`config.mk`:
```
export PLATFORM = sky130hd
export DESIGN_NAME = bcq_capture
export DESIGN_NICKNAME = d
export VERILOG_FILES = /design/src/bcq_pkg.sv /design/src/bcq_capture.sv
export SDC_FILE = /design/constraint.sdc
export NUM_CORES = 1
export LEC_CHECK = 0
export BUFFER_PORTS_ARGS = -buffer_cell sky130_fd_sc_hd__buf_2
export CAP_MARGIN = 10
export CORE_ASPECT_RATIO = 1.4
export CORE_MARGIN = 10
export CORE_UTILIZATION = 59
export CTS_CLUSTER_DIAMETER = 100
export CTS_CLUSTER_SIZE = 8
export DETAILED_ROUTE_END_ITERATION = 10
export HOLD_SLACK_MARGIN = 0.03
export PLACE_DENSITY = 0.79
export SKIP_CTS_REPAIR_TIMING = 1
export SLEW_MARGIN = 0
export SYNTH_ARGS = -nofsm -noshare
export SYNTH_HDL_FRONTEND = slang
export SYNTH_SLANG_ARGS = --single-unit
```
`constraint.sdc`:
```
create_clock -name clk_i -period 3.5 [get_ports clk_i]
set_input_delay 0.875 -clock clk_i [delete_from_list [all_inputs] [get_ports clk_i]]
set_output_delay 0.875 -clock clk_i [all_outputs]
set_load 0.03 [all_outputs]
```
`src/bcq_pkg.sv`:
```
package bcq_pkg;
  // Probe widths and status probe layout
  localparam int ADDR_W     = 32;
  localparam int DATA_W     = 32;
  localparam int STAT_W     = 15;
  localparam int QUAL_BIT   = 15;
  localparam int ST_ACK     = 8;
  localparam int ST_ERR_ACK = 9;
  localparam int ST_BEGIN   = 10;
  localparam int ST_BUSY    = 11;
  localparam int FIFO_DEPTH = 4;

  typedef enum logic {BCQ_SRC_BUS, BCQ_SRC_LATCH} bcq_src_t;
  typedef enum logic {BCQ_QUAL_NORMAL, BCQ_QUAL_MUX} bcq_qmode_t;

  // One stored analyzer state: both probes plus the status probe
  typedef struct packed {
    logic [ADDR_W-1:0] addr;
    logic [DATA_W-1:0] data;
    logic [STAT_W:0]   status;
  } bcq_sample_t;

  // Everything that arrives on pins from the processor side
  typedef struct packed {
    logic              bus_clk;
    logic              data_latch_enable;
    bcq_src_t          src;
    bcq_qmode_t        qmode;
    logic [ADDR_W-1:0] addr;
    logic [DATA_W-1:0] data;
    logic [STAT_W-1:0] status;
  } bcq_pins_t;

  // Strobes idle high, so the status lines reset to all ones
  localparam bcq_pins_t PINS_RST = '{bus_clk: 1'b0, data_latch_enable: 1'b0,
                                     src: BCQ_SRC_BUS, qmode: BCQ_QUAL_NORMAL,
                                     addr: '0, data: '0, status: '1};
endpackage

```
`src/bcq_capture.sv`:
```
`timescale 1ns/1ps
module bcq_fifo #(
  parameter int W     = 8,
  parameter int DEPTH = bcq_pkg::FIFO_DEPTH
) (
  input  wire logic         clk_i,
  input  wire logic         rst_i,
  input  wire logic         in_valid_i,
  output logic              in_ready_o,
  input  wire logic [W-1:0] in_data_i,
  output logic              out_valid_o,
  input  wire logic         out_ready_i,
  output logic [W-1:0]      out_data_o
);
  localparam int AW = (DEPTH > 1) ? $clog2(DEPTH) : 1;

  if (DEPTH < 2 || (DEPTH & (DEPTH - 1)) != 0) begin : g_chk
    $error("bcq_fifo depth must be a power of two of at least 2");
  end

  logic [W-1:0] mem [DEPTH];
  logic [AW:0]  wr_ptr;
  logic [AW:0]  rd_ptr;
  logic [AW:0]  next_wr_ptr;
  logic [AW:0]  next_rd_ptr;
  logic         do_wr;
  logic         do_rd;
  logic         next_out_valid;
  logic [W-1:0] next_out_data;

  // Pointer step, shared by both ends
  function automatic logic [AW:0] bump(input logic [AW:0] p);
    return p + {{AW{1'b0}}, 1'b1};
  endfunction

  // Extra pointer bit tells full from empty
  assign in_ready_o = !((wr_ptr[AW] != rd_ptr[AW]) && (wr_ptr[AW-1:0] == rd_ptr[AW-1:0]));
  assign do_wr      = in_valid_i && in_ready_o;
  assign do_rd      = out_valid_o && out_ready_i;

  // Next pointers and the head word offered on the read side
  always_comb begin
    next_wr_ptr    = do_wr ? bump(wr_ptr) : wr_ptr;
    next_rd_ptr    = do_rd ? bump(rd_ptr) : rd_ptr;
    next_out_valid = (next_wr_ptr != next_rd_ptr);
    // A word written into an empty buffer is not in storage yet, so it bypasses it
    if (do_wr && (next_rd_ptr[AW-1:0] == wr_ptr[AW-1:0])) begin
      next_out_data = in_data_i;
    end else begin
      next_out_data = mem[next_rd_ptr[AW-1:0]];
    end
  end

  // Pointer and output registers; the read-side outputs leave straight from flops
  always_ff @(posedge clk_i) begin
    if (rst_i) begin
      wr_ptr      <= '0;
      rd_ptr      <= '0;
      out_valid_o <= 1'b0;
      out_data_o  <= '0;
    end else begin
      wr_ptr      <= next_wr_ptr;
      rd_ptr      <= next_rd_ptr;
      out_valid_o <= next_out_valid;
      out_data_o  <= next_out_data;
    end
  end

  // Storage needs no reset; only written slots are ever offered with out_valid_o high
  always_ff @(posedge clk_i) begin
    if (do_wr) begin
      mem[wr_ptr[AW-1:0]] <= in_data_i;
    end
  end
endmodule

// How it works
// - Normal mode: store while busy, acknowledged or errored, and no begin strobe.
// - Multiplexed mode: store while busy and any acknowledge or begin strobe is low.
// - Every strobe term counts as true at the low level.
// - Qualifier drives status bit 15 and the auxiliary clock output.
// - Bus clock samples by default; a static select picks data latch enable.
// - The selected sampling clock goes to the first and the status probe.
// - Address, status and data reach the probes through register buffers.
// - Every sampling edge stores a state while the buffer has room; an edge on a full buffer is dropped and sets the lost flag.
// - Capture ignores cycle type: bursts, user, supervisor, grant, CPU space.
// - A high qualifier bit means the current pin state should be stored.
module bcq_capture #(
  parameter int DEPTH = bcq_pkg::FIFO_DEPTH
) (
  input  wire logic                        clk_i,
  input  wire logic                        rst_i,
  input  wire logic                        bus_clk_i,
  input  wire logic                        data_latch_enable_i,
  input  wire logic                        clk_src_i,
  input  wire logic                        mux_mode_i,
  input  wire logic [bcq_pkg::ADDR_W-1:0]  addr_i,
  input  wire logic [bcq_pkg::DATA_W-1:0]  data_i,
  input  wire logic [bcq_pkg::STAT_W-1:0]  status_i,
  input  wire logic                        smp_ready_i,
  output logic                             smp_valid_o,
  output bcq_pkg::bcq_sample_t             smp_o,
  output logic                             probe1_clk_o,
  output logic                             stat_clk_o,
  output logic                             qual_bit_o,
  output logic                             aux_clk_o,
  output logic                             lost_o
);
  bcq_pkg::bcq_pins_t   pins;
  bcq_pkg::bcq_pins_t   s1;
  bcq_pkg::bcq_pins_t   s2;
  bcq_pkg::bcq_sample_t wr_smp;
  logic                 bclk_d;
  logic                 latch_d;
  logic                 qual;
  logic                 pclk;
  logic                 lost;
  logic                 next_qual;
  logic                 next_pclk;
  logic                 next_lost;
  logic                 sel_edge;
  logic                 fifo_ready;
  logic                 push;

  // Qualifier equations, strobes active low
  function automatic logic bcq_qual(input logic [bcq_pkg::STAT_W-1:0] st,
                                    input bcq_pkg::bcq_qmode_t        m);
    logic busy;
    logic ack;
    logic start;
    busy  = !st[bcq_pkg::ST_BUSY];
    ack   = !st[bcq_pkg::ST_ACK] || !st[bcq_pkg::ST_ERR_ACK];
    start = !st[bcq_pkg::ST_BEGIN];
    if (m == bcq_pkg::BCQ_QUAL_MUX) begin
      return busy && (ack || start);
    end else begin
      return busy && ack && !start;
    end
  endfunction

  // Pin bundle, including the static jumper-like selects
  always_comb begin
    pins.bus_clk = bus_clk_i;
    pins.data_latch_enable = data_latch_enable_i;
    pins.src     = clk_src_i ? bcq_pkg::BCQ_SRC_LATCH : bcq_pkg::BCQ_SRC_BUS;
    pins.qmode   = mux_mode_i ? bcq_pkg::BCQ_QUAL_MUX : bcq_pkg::BCQ_QUAL_NORMAL;
    pins.addr    = addr_i;
    pins.data    = data_i;
    pins.status  = status_i;
  end

  // two-stage input buffer; lines and clocks share the delay
  always_ff @(posedge clk_i) begin
    if (rst_i) begin
      s1     <= bcq_pkg::PINS_RST;
      s2     <= bcq_pkg::PINS_RST;
      bclk_d  <= 1'b0;
      latch_d <= 1'b0;
    end else begin
      s1      <= pins;
      s2      <= s1;
      bclk_d  <= s2.bus_clk;
      latch_d <= s2.data_latch_enable;
    end
  end

  // rising edge of the selected sampling clock
  assign sel_edge = (s2.src == bcq_pkg::BCQ_SRC_LATCH) ? (s2.data_latch_enable && !latch_d)
                                                       : (s2.bus_clk && !bclk_d);

  // qualifier built from the very strobes being stored
  always_comb begin
    wr_smp.addr   = s2.addr;
    wr_smp.data   = s2.data;
    wr_smp.status = {bcq_qual(s2.status, s2.qmode), s2.status};
  end

  // a sampling edge pushes only while the buffer has room; a full buffer is flagged, never silent
  assign push = sel_edge && fifo_ready;

  // Next output state
  always_comb begin
    next_qual = bcq_qual(s2.status, s2.qmode);
    next_pclk = (s2.src == bcq_pkg::BCQ_SRC_LATCH) ? s2.data_latch_enable : s2.bus_clk;
    next_lost = lost || (sel_edge && !fifo_ready);
  end

  // Output registers
  always_ff @(posedge clk_i) begin
    if (rst_i) begin
      qual <= 1'b0;
      pclk <= 1'b0;
      lost <= 1'b0;
    end else begin
      qual <= next_qual;
      pclk <= next_pclk;
      lost <= next_lost;
    end
  end

  // one sampling clock to both probes
  assign probe1_clk_o = pclk;
  assign stat_clk_o   = pclk;
  // qualifier on bit 15 and the auxiliary clock
  assign qual_bit_o   = qual;
  assign aux_clk_o    = qual;
  assign lost_o       = lost;

  // Sample buffer; a slow analyzer side stalls and eventually fills it
  bcq_fifo #(
    .W     ($bits(bcq_pkg::bcq_sample_t)),
    .DEPTH (DEPTH)
  ) u_fifo (
    .clk_i       (clk_i),
    .rst_i       (rst_i),
    .in_valid_i  (sel_edge),
    .in_ready_o  (fifo_ready),
    .in_data_i   (wr_smp),
    .out_valid_o (smp_valid_o),
    .out_ready_i (smp_ready_i),
    .out_data_o  (smp_o)
  );

  // Checks on the qualifier, clocking and buffering
  property p_norm_qual;
    @(posedge clk_i) disable iff (rst_i)
      (s2.qmode == bcq_pkg::BCQ_QUAL_NORMAL && !s2.status[bcq_pkg::ST_BUSY] &&
       !s2.status[bcq_pkg::ST_ACK] && s2.status[bcq_pkg::ST_BEGIN]) |=> qual_bit_o;
  endproperty
  a_norm_qual: assert property (p_norm_qual) else $error("normal qualifier missing");

  property p_norm_ts;
    @(posedge clk_i) disable iff (rst_i)
      (s2.qmode == bcq_pkg::BCQ_QUAL_NORMAL && !s2.status[bcq_pkg::ST_BEGIN])
        |=> !qual_bit_o;
  endproperty
  a_norm_ts: assert property (p_norm_ts) else $error("begin strobe qualified");

  property p_mux_qual;
    @(posedge clk_i) disable iff (rst_i)
      (s2.qmode == bcq_pkg::BCQ_QUAL_MUX && !s2.status[bcq_pkg::ST_BUSY] &&
       !s2.status[bcq_pkg::ST_BEGIN]) |=> qual_bit_o;
  endproperty
  a_mux_qual: assert property (p_mux_qual) else $error("mux qualifier missing");

  property p_idle_low;
    @(posedge clk_i) disable iff (rst_i)
      s2.status[bcq_pkg::ST_BUSY] |=> !qual_bit_o;
  endproperty
  a_idle_low: assert property (p_idle_low) else $error("qualifier high while idle");

  property p_qual_store;
    @(posedge clk_i) disable iff (rst_i)
      push |=> (qual_bit_o == $past(wr_smp.status[bcq_pkg::QUAL_BIT])) &&
               (aux_clk_o == qual_bit_o);
  endproperty
  a_qual_store: assert property (p_qual_store) else $error("stored qualifier differs");

  property p_src_bus;
    @(posedge clk_i) disable iff (rst_i)
      (s2.src == bcq_pkg::BCQ_SRC_BUS) |=> (probe1_clk_o == $past(s2.bus_clk));
  endproperty
  a_src_bus: assert property (p_src_bus) else $error("bus clock not selected");

  property p_same_clk;
    @(posedge clk_i) disable iff (rst_i)
      probe1_clk_o == stat_clk_o;
  endproperty
  a_same_clk: assert property (p_same_clk) else $error("probe clocks differ");

  property p_buffered;
    @(posedge clk_i) disable iff (rst_i)
      push && !$past(rst_i, 2) |-> (wr_smp.addr == $past(addr_i, 2)) &&
                                   (wr_smp.data == $past(data_i, 2));
  endproperty
  a_buffered: assert property (p_buffered) else $error("buffered lines stale");

  property p_no_omit;
    @(posedge clk_i) disable iff (rst_i)
      push |=> smp_valid_o;
  endproperty
  a_no_omit: assert property (p_no_omit) else $error("pushed state not offered");

  property p_same_strobes;
    @(posedge clk_i) disable iff (rst_i)
      push |-> wr_smp.status[bcq_pkg::QUAL_BIT] == bcq_qual(s2.status, s2.qmode);
  endproperty
  a_same_strobes: assert property (p_same_strobes) else $error("qualifier skewed");

  // Main scenarios
  c_norm_store: cover property (@(posedge clk_i) disable iff (rst_i)
    push && s2.qmode == bcq_pkg::BCQ_QUAL_NORMAL && wr_smp.status[bcq_pkg::QUAL_BIT]);
  c_mux_store: cover property (@(posedge clk_i) disable iff (rst_i)
    push && s2.qmode == bcq_pkg::BCQ_QUAL_MUX && wr_smp.status[bcq_pkg::QUAL_BIT]);
  c_latch_push: cover property (@(posedge clk_i) disable iff (rst_i)
    push && s2.src == bcq_pkg::BCQ_SRC_LATCH);
  c_full: cover property (@(posedge clk_i) disable iff (rst_i)
    sel_edge && !fifo_ready);
endmodule

```
== Yosys cells after proc, flatten, opt, wreduce, memory -nomap -nowiden ==
Memory sizes are Yosys's and may differ from the RTL's. A register that Yosys moved wholly into a read port is not among the register bits.
Index checks and enable logic that the tools add are counted.
Storage, ports and cells
  flip-flop bits (word level): 178
  RAM bits: 320
  bits of input ports: 86
  output and inout port bits: 86
  word-level logic and storage cells: 56
  memories: 1
Memory list
  u_fifo.mem: depth 4, width 80, read ports 1, clocked after Yosys merged registers in 1, wr ports 1, line bcq_capture.sv:21  | logic [W-1:0] mem [DEPTH];
Operators by class
  add/subtract/negate cells: 2
  equality and inequality tests: 3
  mux-type cells: 9
  reductions and logical operators: 19
Operator list (number)
  $logic_and 1x1->1: 9
  $logic_not 1->1: 7
  $mux 1: 7
  $add 3x1->3 const B: 2
  $mux 3: 2
  $logic_or 1x1->1: 3
  $ne 3x3->1: 1
  $eq 2x2->1: 1
  $ne 1x1->1: 1

== Logic depth before layout (Yosys ltp) ==
  depth in word-level cells: 6
  gate-level depth with buffers: 8
  mapped depth without buffers: 6

== Hierarchy ==
A second synthesis with hierarchy kept.
Unflattened totals
  cell total of the unflattened synthesis: 1127
  area, all modules: 19974.2 sq um
Modules (own cells, without submodules)
  bcq_fifo: times used 1, cells an instance 755, area an instance 15285.9 sq um, sequential area each 11350.9 sq um
  bcq_capture: times used 1, cells an instance 372, area an instance 4688.2 sq um, sequential area each 3423.3 sq um

== Worst setup path after synthesis ==
OpenSTA, ideal clock, no wires.
  path kind: reg-to-reg
  start: reg s2[80] (netlist name)
  end: mem u_fifo.mem[1][0] (netlist name) (enable)
  setup time: 0.447 ns
  arrival time: 2.770 ns
  required time: 3.053 ns
  path slack: 0.283 ns
  stages on the path, launching flop included: 4
  buffers on the path: 0
  period minus slack after synthesis: 3.217 ns
  cell sequence: dfxtp_1 > nor3b_1 > o32a_4 > and2_1
On the way
  word-level cells in the longest chain between the ends: 4
RTL lines
  start, declared: line bcq_capture.sv:111  | bcq_pkg::bcq_pins_t s2;
  start signal, assigned: line bcq_capture.sv:156  | s2 <= bcq_pkg::PINS_RST;
  $mux 1: line bcq_capture.sv:168  | assign sel_edge = (s2.src == bcq_pkg::BCQ_SRC_LATCH) ? (s2.data_latch_enable && !latch_d)
  $logic_and 1x1->1: line bcq_capture.sv:38  | assign do_wr = in_valid_i && in_ready_o;
  $mux 1: line bcq_capture.sv:71  | if (do_wr) begin
  $mux 1 (not written as such): line bcq_capture.sv:72  | mem[wr_ptr[AW-1:0]] <= in_data_i;
  end, declared: line bcq_capture.sv:21
No other way between the ends.

== Worst setup path in the final report ==
  start: reg u_fifo.rd_ptr[0]
  end: reg u_fifo.out_data_o[68], read port of u_fifo.mem
On the way
  word-level cells in the longest chain between the ends: 2
RTL lines
  start, declared: line bcq_capture.sv:23  | logic [AW:0] rd_ptr;
  start signal, assigned: line bcq_capture.sv:63  | rd_ptr <= next_rd_ptr;
  $add 3x1->3: line bcq_capture.sv:33  | return p + {{AW{1'b0}}, 1'b1};
  $mux 3 *: line bcq_capture.sv:44  | next_rd_ptr = do_rd ? bump(rd_ptr) : rd_ptr;
  end, declared: line bcq_capture.sv:13  | output logic [W-1:0] out_data_o
Every way passes the cells marked *; elsewhere a longest branch is shown, timed or not.
A chain may end at the register's enable or synchronous reset.

==> results.cfg <==
[worst_setup_path]
crit_required_ns = 4.01
cp_slowest_cell = dfxtp_1
reg2reg_to = u_fifo.out_data_o[68]
crit_fanout = 48
critPathCaptureType = register
critical_path.top_delay_family = XOR/XNOR gates
cp.arrival_ns = 2.95
startpoint = u_fifo.rd_ptr[0]
r2r_cells = 6
cp-endpoint = u_fifo.out_data_o[68]
critical_path.cell_chain = xor2_2, xor2_1, o211a_4, buf_12, nor2_1, nor3_2
crit_path_start_kind = register
r2r-start = u_fifo.rd_ptr[0]
slowest_delay_ns = 0.52
rrSetupSlack_ns = 1.06
cp.depth = 6
worstSetupPathType = reg -> reg
path_buf_inv = 1

[synthesis]
synth.distinct_cells = 37
ys_seq_elements = 578
synth_area_per_cell_um2 = 16.7
synth.net_count = 1278
syn_inst = 1187
syn_area_um2 = 19900
yosysWarnings = 0
seq_area_frac_synth = 0.744

[sta]
skew_ns = 0.0208
maxSlewViolCount = 0
finalHoldViolations = 0
clock.fmax_ghz = 0.410
maxSlewHeadroom = 0.625
timing.final.crit_period_ns = 2.44
setup_violations = 0
rsz0062_at_grt = no
tns_ns = 0
fin_crit_sh = 0.696
tightest_slew_ns = 0.562

[place]
finalWeightedCongestion = 0.736
post-dp-hpwl_um = 21200
io_buffers = 171

[clock_network]
clock_path_buffers = 3
clockRootBuffer = clkbuf_16
cts_buffers = 82
clk_latency_ns = 0.59
htree_levels = 3
cts.sinks = 578
clk_pin_slew_ns = 0.05
cts_tree = done

[layout]
mostFrequentLayoutCells = edfxtp_1 (320), dfxtp_1 (258), buf_2 (170), nor2_1 (158), nor2b_1 (138)
diodes = 0
layout.nets = 1487
area_growth_syn_to_layout_pct = 19.1
area.sequential_um2 = 14800
fillers = 2142
final_util = 0.712
final_common_cell = edfxtp_1
multi_input_area_um2 = 4730
layout-drive-gt1-share = 0.336

[floorplanning]
fp.coreArea_um2 = 33200
die_h_um = 237
dieArea_um2 = 41500
ios = 172
dieWidth_um = 175
initial_core_util = 0.598
fp-row-count = 79

[power]
power.leakage_nw = 8.93
powerDensity_nw_per_um2 = 679
irDropWorstVdd_mv = 0.433

[status]
status = completed

[detailed_routing]
drt_iter0_markers = 624
drc = 0
wire_per_inst_um = 20.0
ant_nets = 0
vias_per_cell = 5.33
via_count = 10200
first_pass_iters = 5
wirelength_um = 38100

[grt]
grt_pass1_wl_um = 60200
grt_antenna_before_repair = 0
grt_start_max_net_pins = 80
grt_pass1_vias = 11000
grt-busiest-layer = met2
grt_util_met1 = 0.229
met2_usage = 0.310
grt_use_met3 = 0.0403
overflow = 0
grt_usage = 0.185

[worst_hold_path]
hold_path_class = reg -> reg
min_path_cells = 1

[run]
drv_cap = 0
-- registers in the layout (all words and copies together) (netlist names), 3 cells and up --
signal / flops
u_fifo.out_data_o: 80
u_fifo.wr_ptr: 3
s2: 83
u_fifo.mem: 320
u_fifo.rd_ptr: 3
s1: 83
-- worst reg2reg max path, delay by kind of cell (launching register included) --
| kind | cells | cell delay (ns) |
|---|---|---|
| DFF | 1 | 0.52 |
| and+or+nand+nor | 2 | 0.27 |
| AOI/OAI and AO/OA | 1 | 0.48 |
| buffers and inverters | 1 | 0.33 |
| xor gates and xnor gates | 2 | 0.75 |
-- per-layer routing --
metal | up-vias | routed length [µm]
li1 | 4690 | -
met2 | 281 | 19300
met4 | 0 | 769
met5 | - | 0
met3 | 57 | 2000
met1 | 5139 | 16000
-- report_power, final --
| group | switching (mW) | internal [mW] |
|---|---|---|
| logic | 0.784 | 0.548 |
| clock network | 2.69 | 4.48 |
| registers | 0.125 | 7.41 |
| total | 3.60 | 12.4 |
-- cell usage after synthesis, drive strengths merged --
cell / count / area, µm²
xor2: 5 / 58.8
mux2i: 1 / 10.0
buf: 23 / 208
edfxtp: 320 / 9610
or2: 31 / 194
inv: 3 / 11.3
o32ai: 1 / 8.76
o211a: 1 / 10.0
nor3: 80 / 796
o211ai: 2 / 20.0
a21bo: 1 / 10.0
xor3: 1 / 23.8
a311o: 1 / 10.0
nor2b: 138 / 863
nand2: 5 / 18.8
xnor2: 3 / 26.3
and2: 5 / 33.8
nand3: 2 / 10.0
mux4: 80 / 1800
o32a: 1 / 22.5
a211oi: 1 / 12.5
and3b: 1 / 8.76
clkbuf: 43 / 161
nor3b: 1 / 7.51
dfxtp: 258 / 5160
and3: 1 / 6.26
ha: 5 / 62.6
a21oi: 5 / 25.0
o31ai: 1 / 7.51
nor2: 167 / 649
-- logic make-up (layout without fill, tap and decap cells) --
family                     count (synthesis)  count (layout)  share of synthesized area
DFF                                      578             578                      0.744
and+or+nand+nor                          431             431                      0.130
muxes                                     81              81                     0.0913
buffers and inverters                     69             346                     0.0192
AOI/OAI and AO/OA                         14              14                    0.00637
xor gates and xnor gates                   9               9                    0.00548
adders and majority gates                  5               5                    0.00315
-- final cells by class --
cell class | instances | area share
clock buffers | 146 | 0.0988
clock inverters | 6 | 0.00302
inverters | 3 | 0.000476
multi-input cells | 540 | 0.200
flip-flops and latches | 578 | 0.625
well taps | 445 | 0.0236
repair buffers | 191 | 0.0488
-- how the worst min path moves through the flow --
stage | from | end | slack [ns]
after floorplan | s1[0] | s2[0] | 0.39
after global placement | s1[14] | s2[14] | 0.39
after detailed placement | s1[10] | s2[10] | 0.39
after CTS | s1[10] | s2[10] | 0.41
after global routing | s1[10] | s2[10] | 0.41
final | s1[8] | s2[8] | 0.40
-- per-stage QoR --
stage	power (mW)	hold slack [ns]	worst slack, ns	std cells	instance area, µm²
after floorplan	8.64	0.389	0.283	1187	19900
after global placement	8.98	0.394	0.776	1757	21200
after detailed placement	9.01	0.395	0.693	1757	21200
after CTS	16.2	0.405	1.04	1909	23600
after global routing	16.6	0.410	0.924	1909	23600
final	16.0	0.398	1.06	1909	23600
No activity file was read; power rests on OpenSTA's default activity.
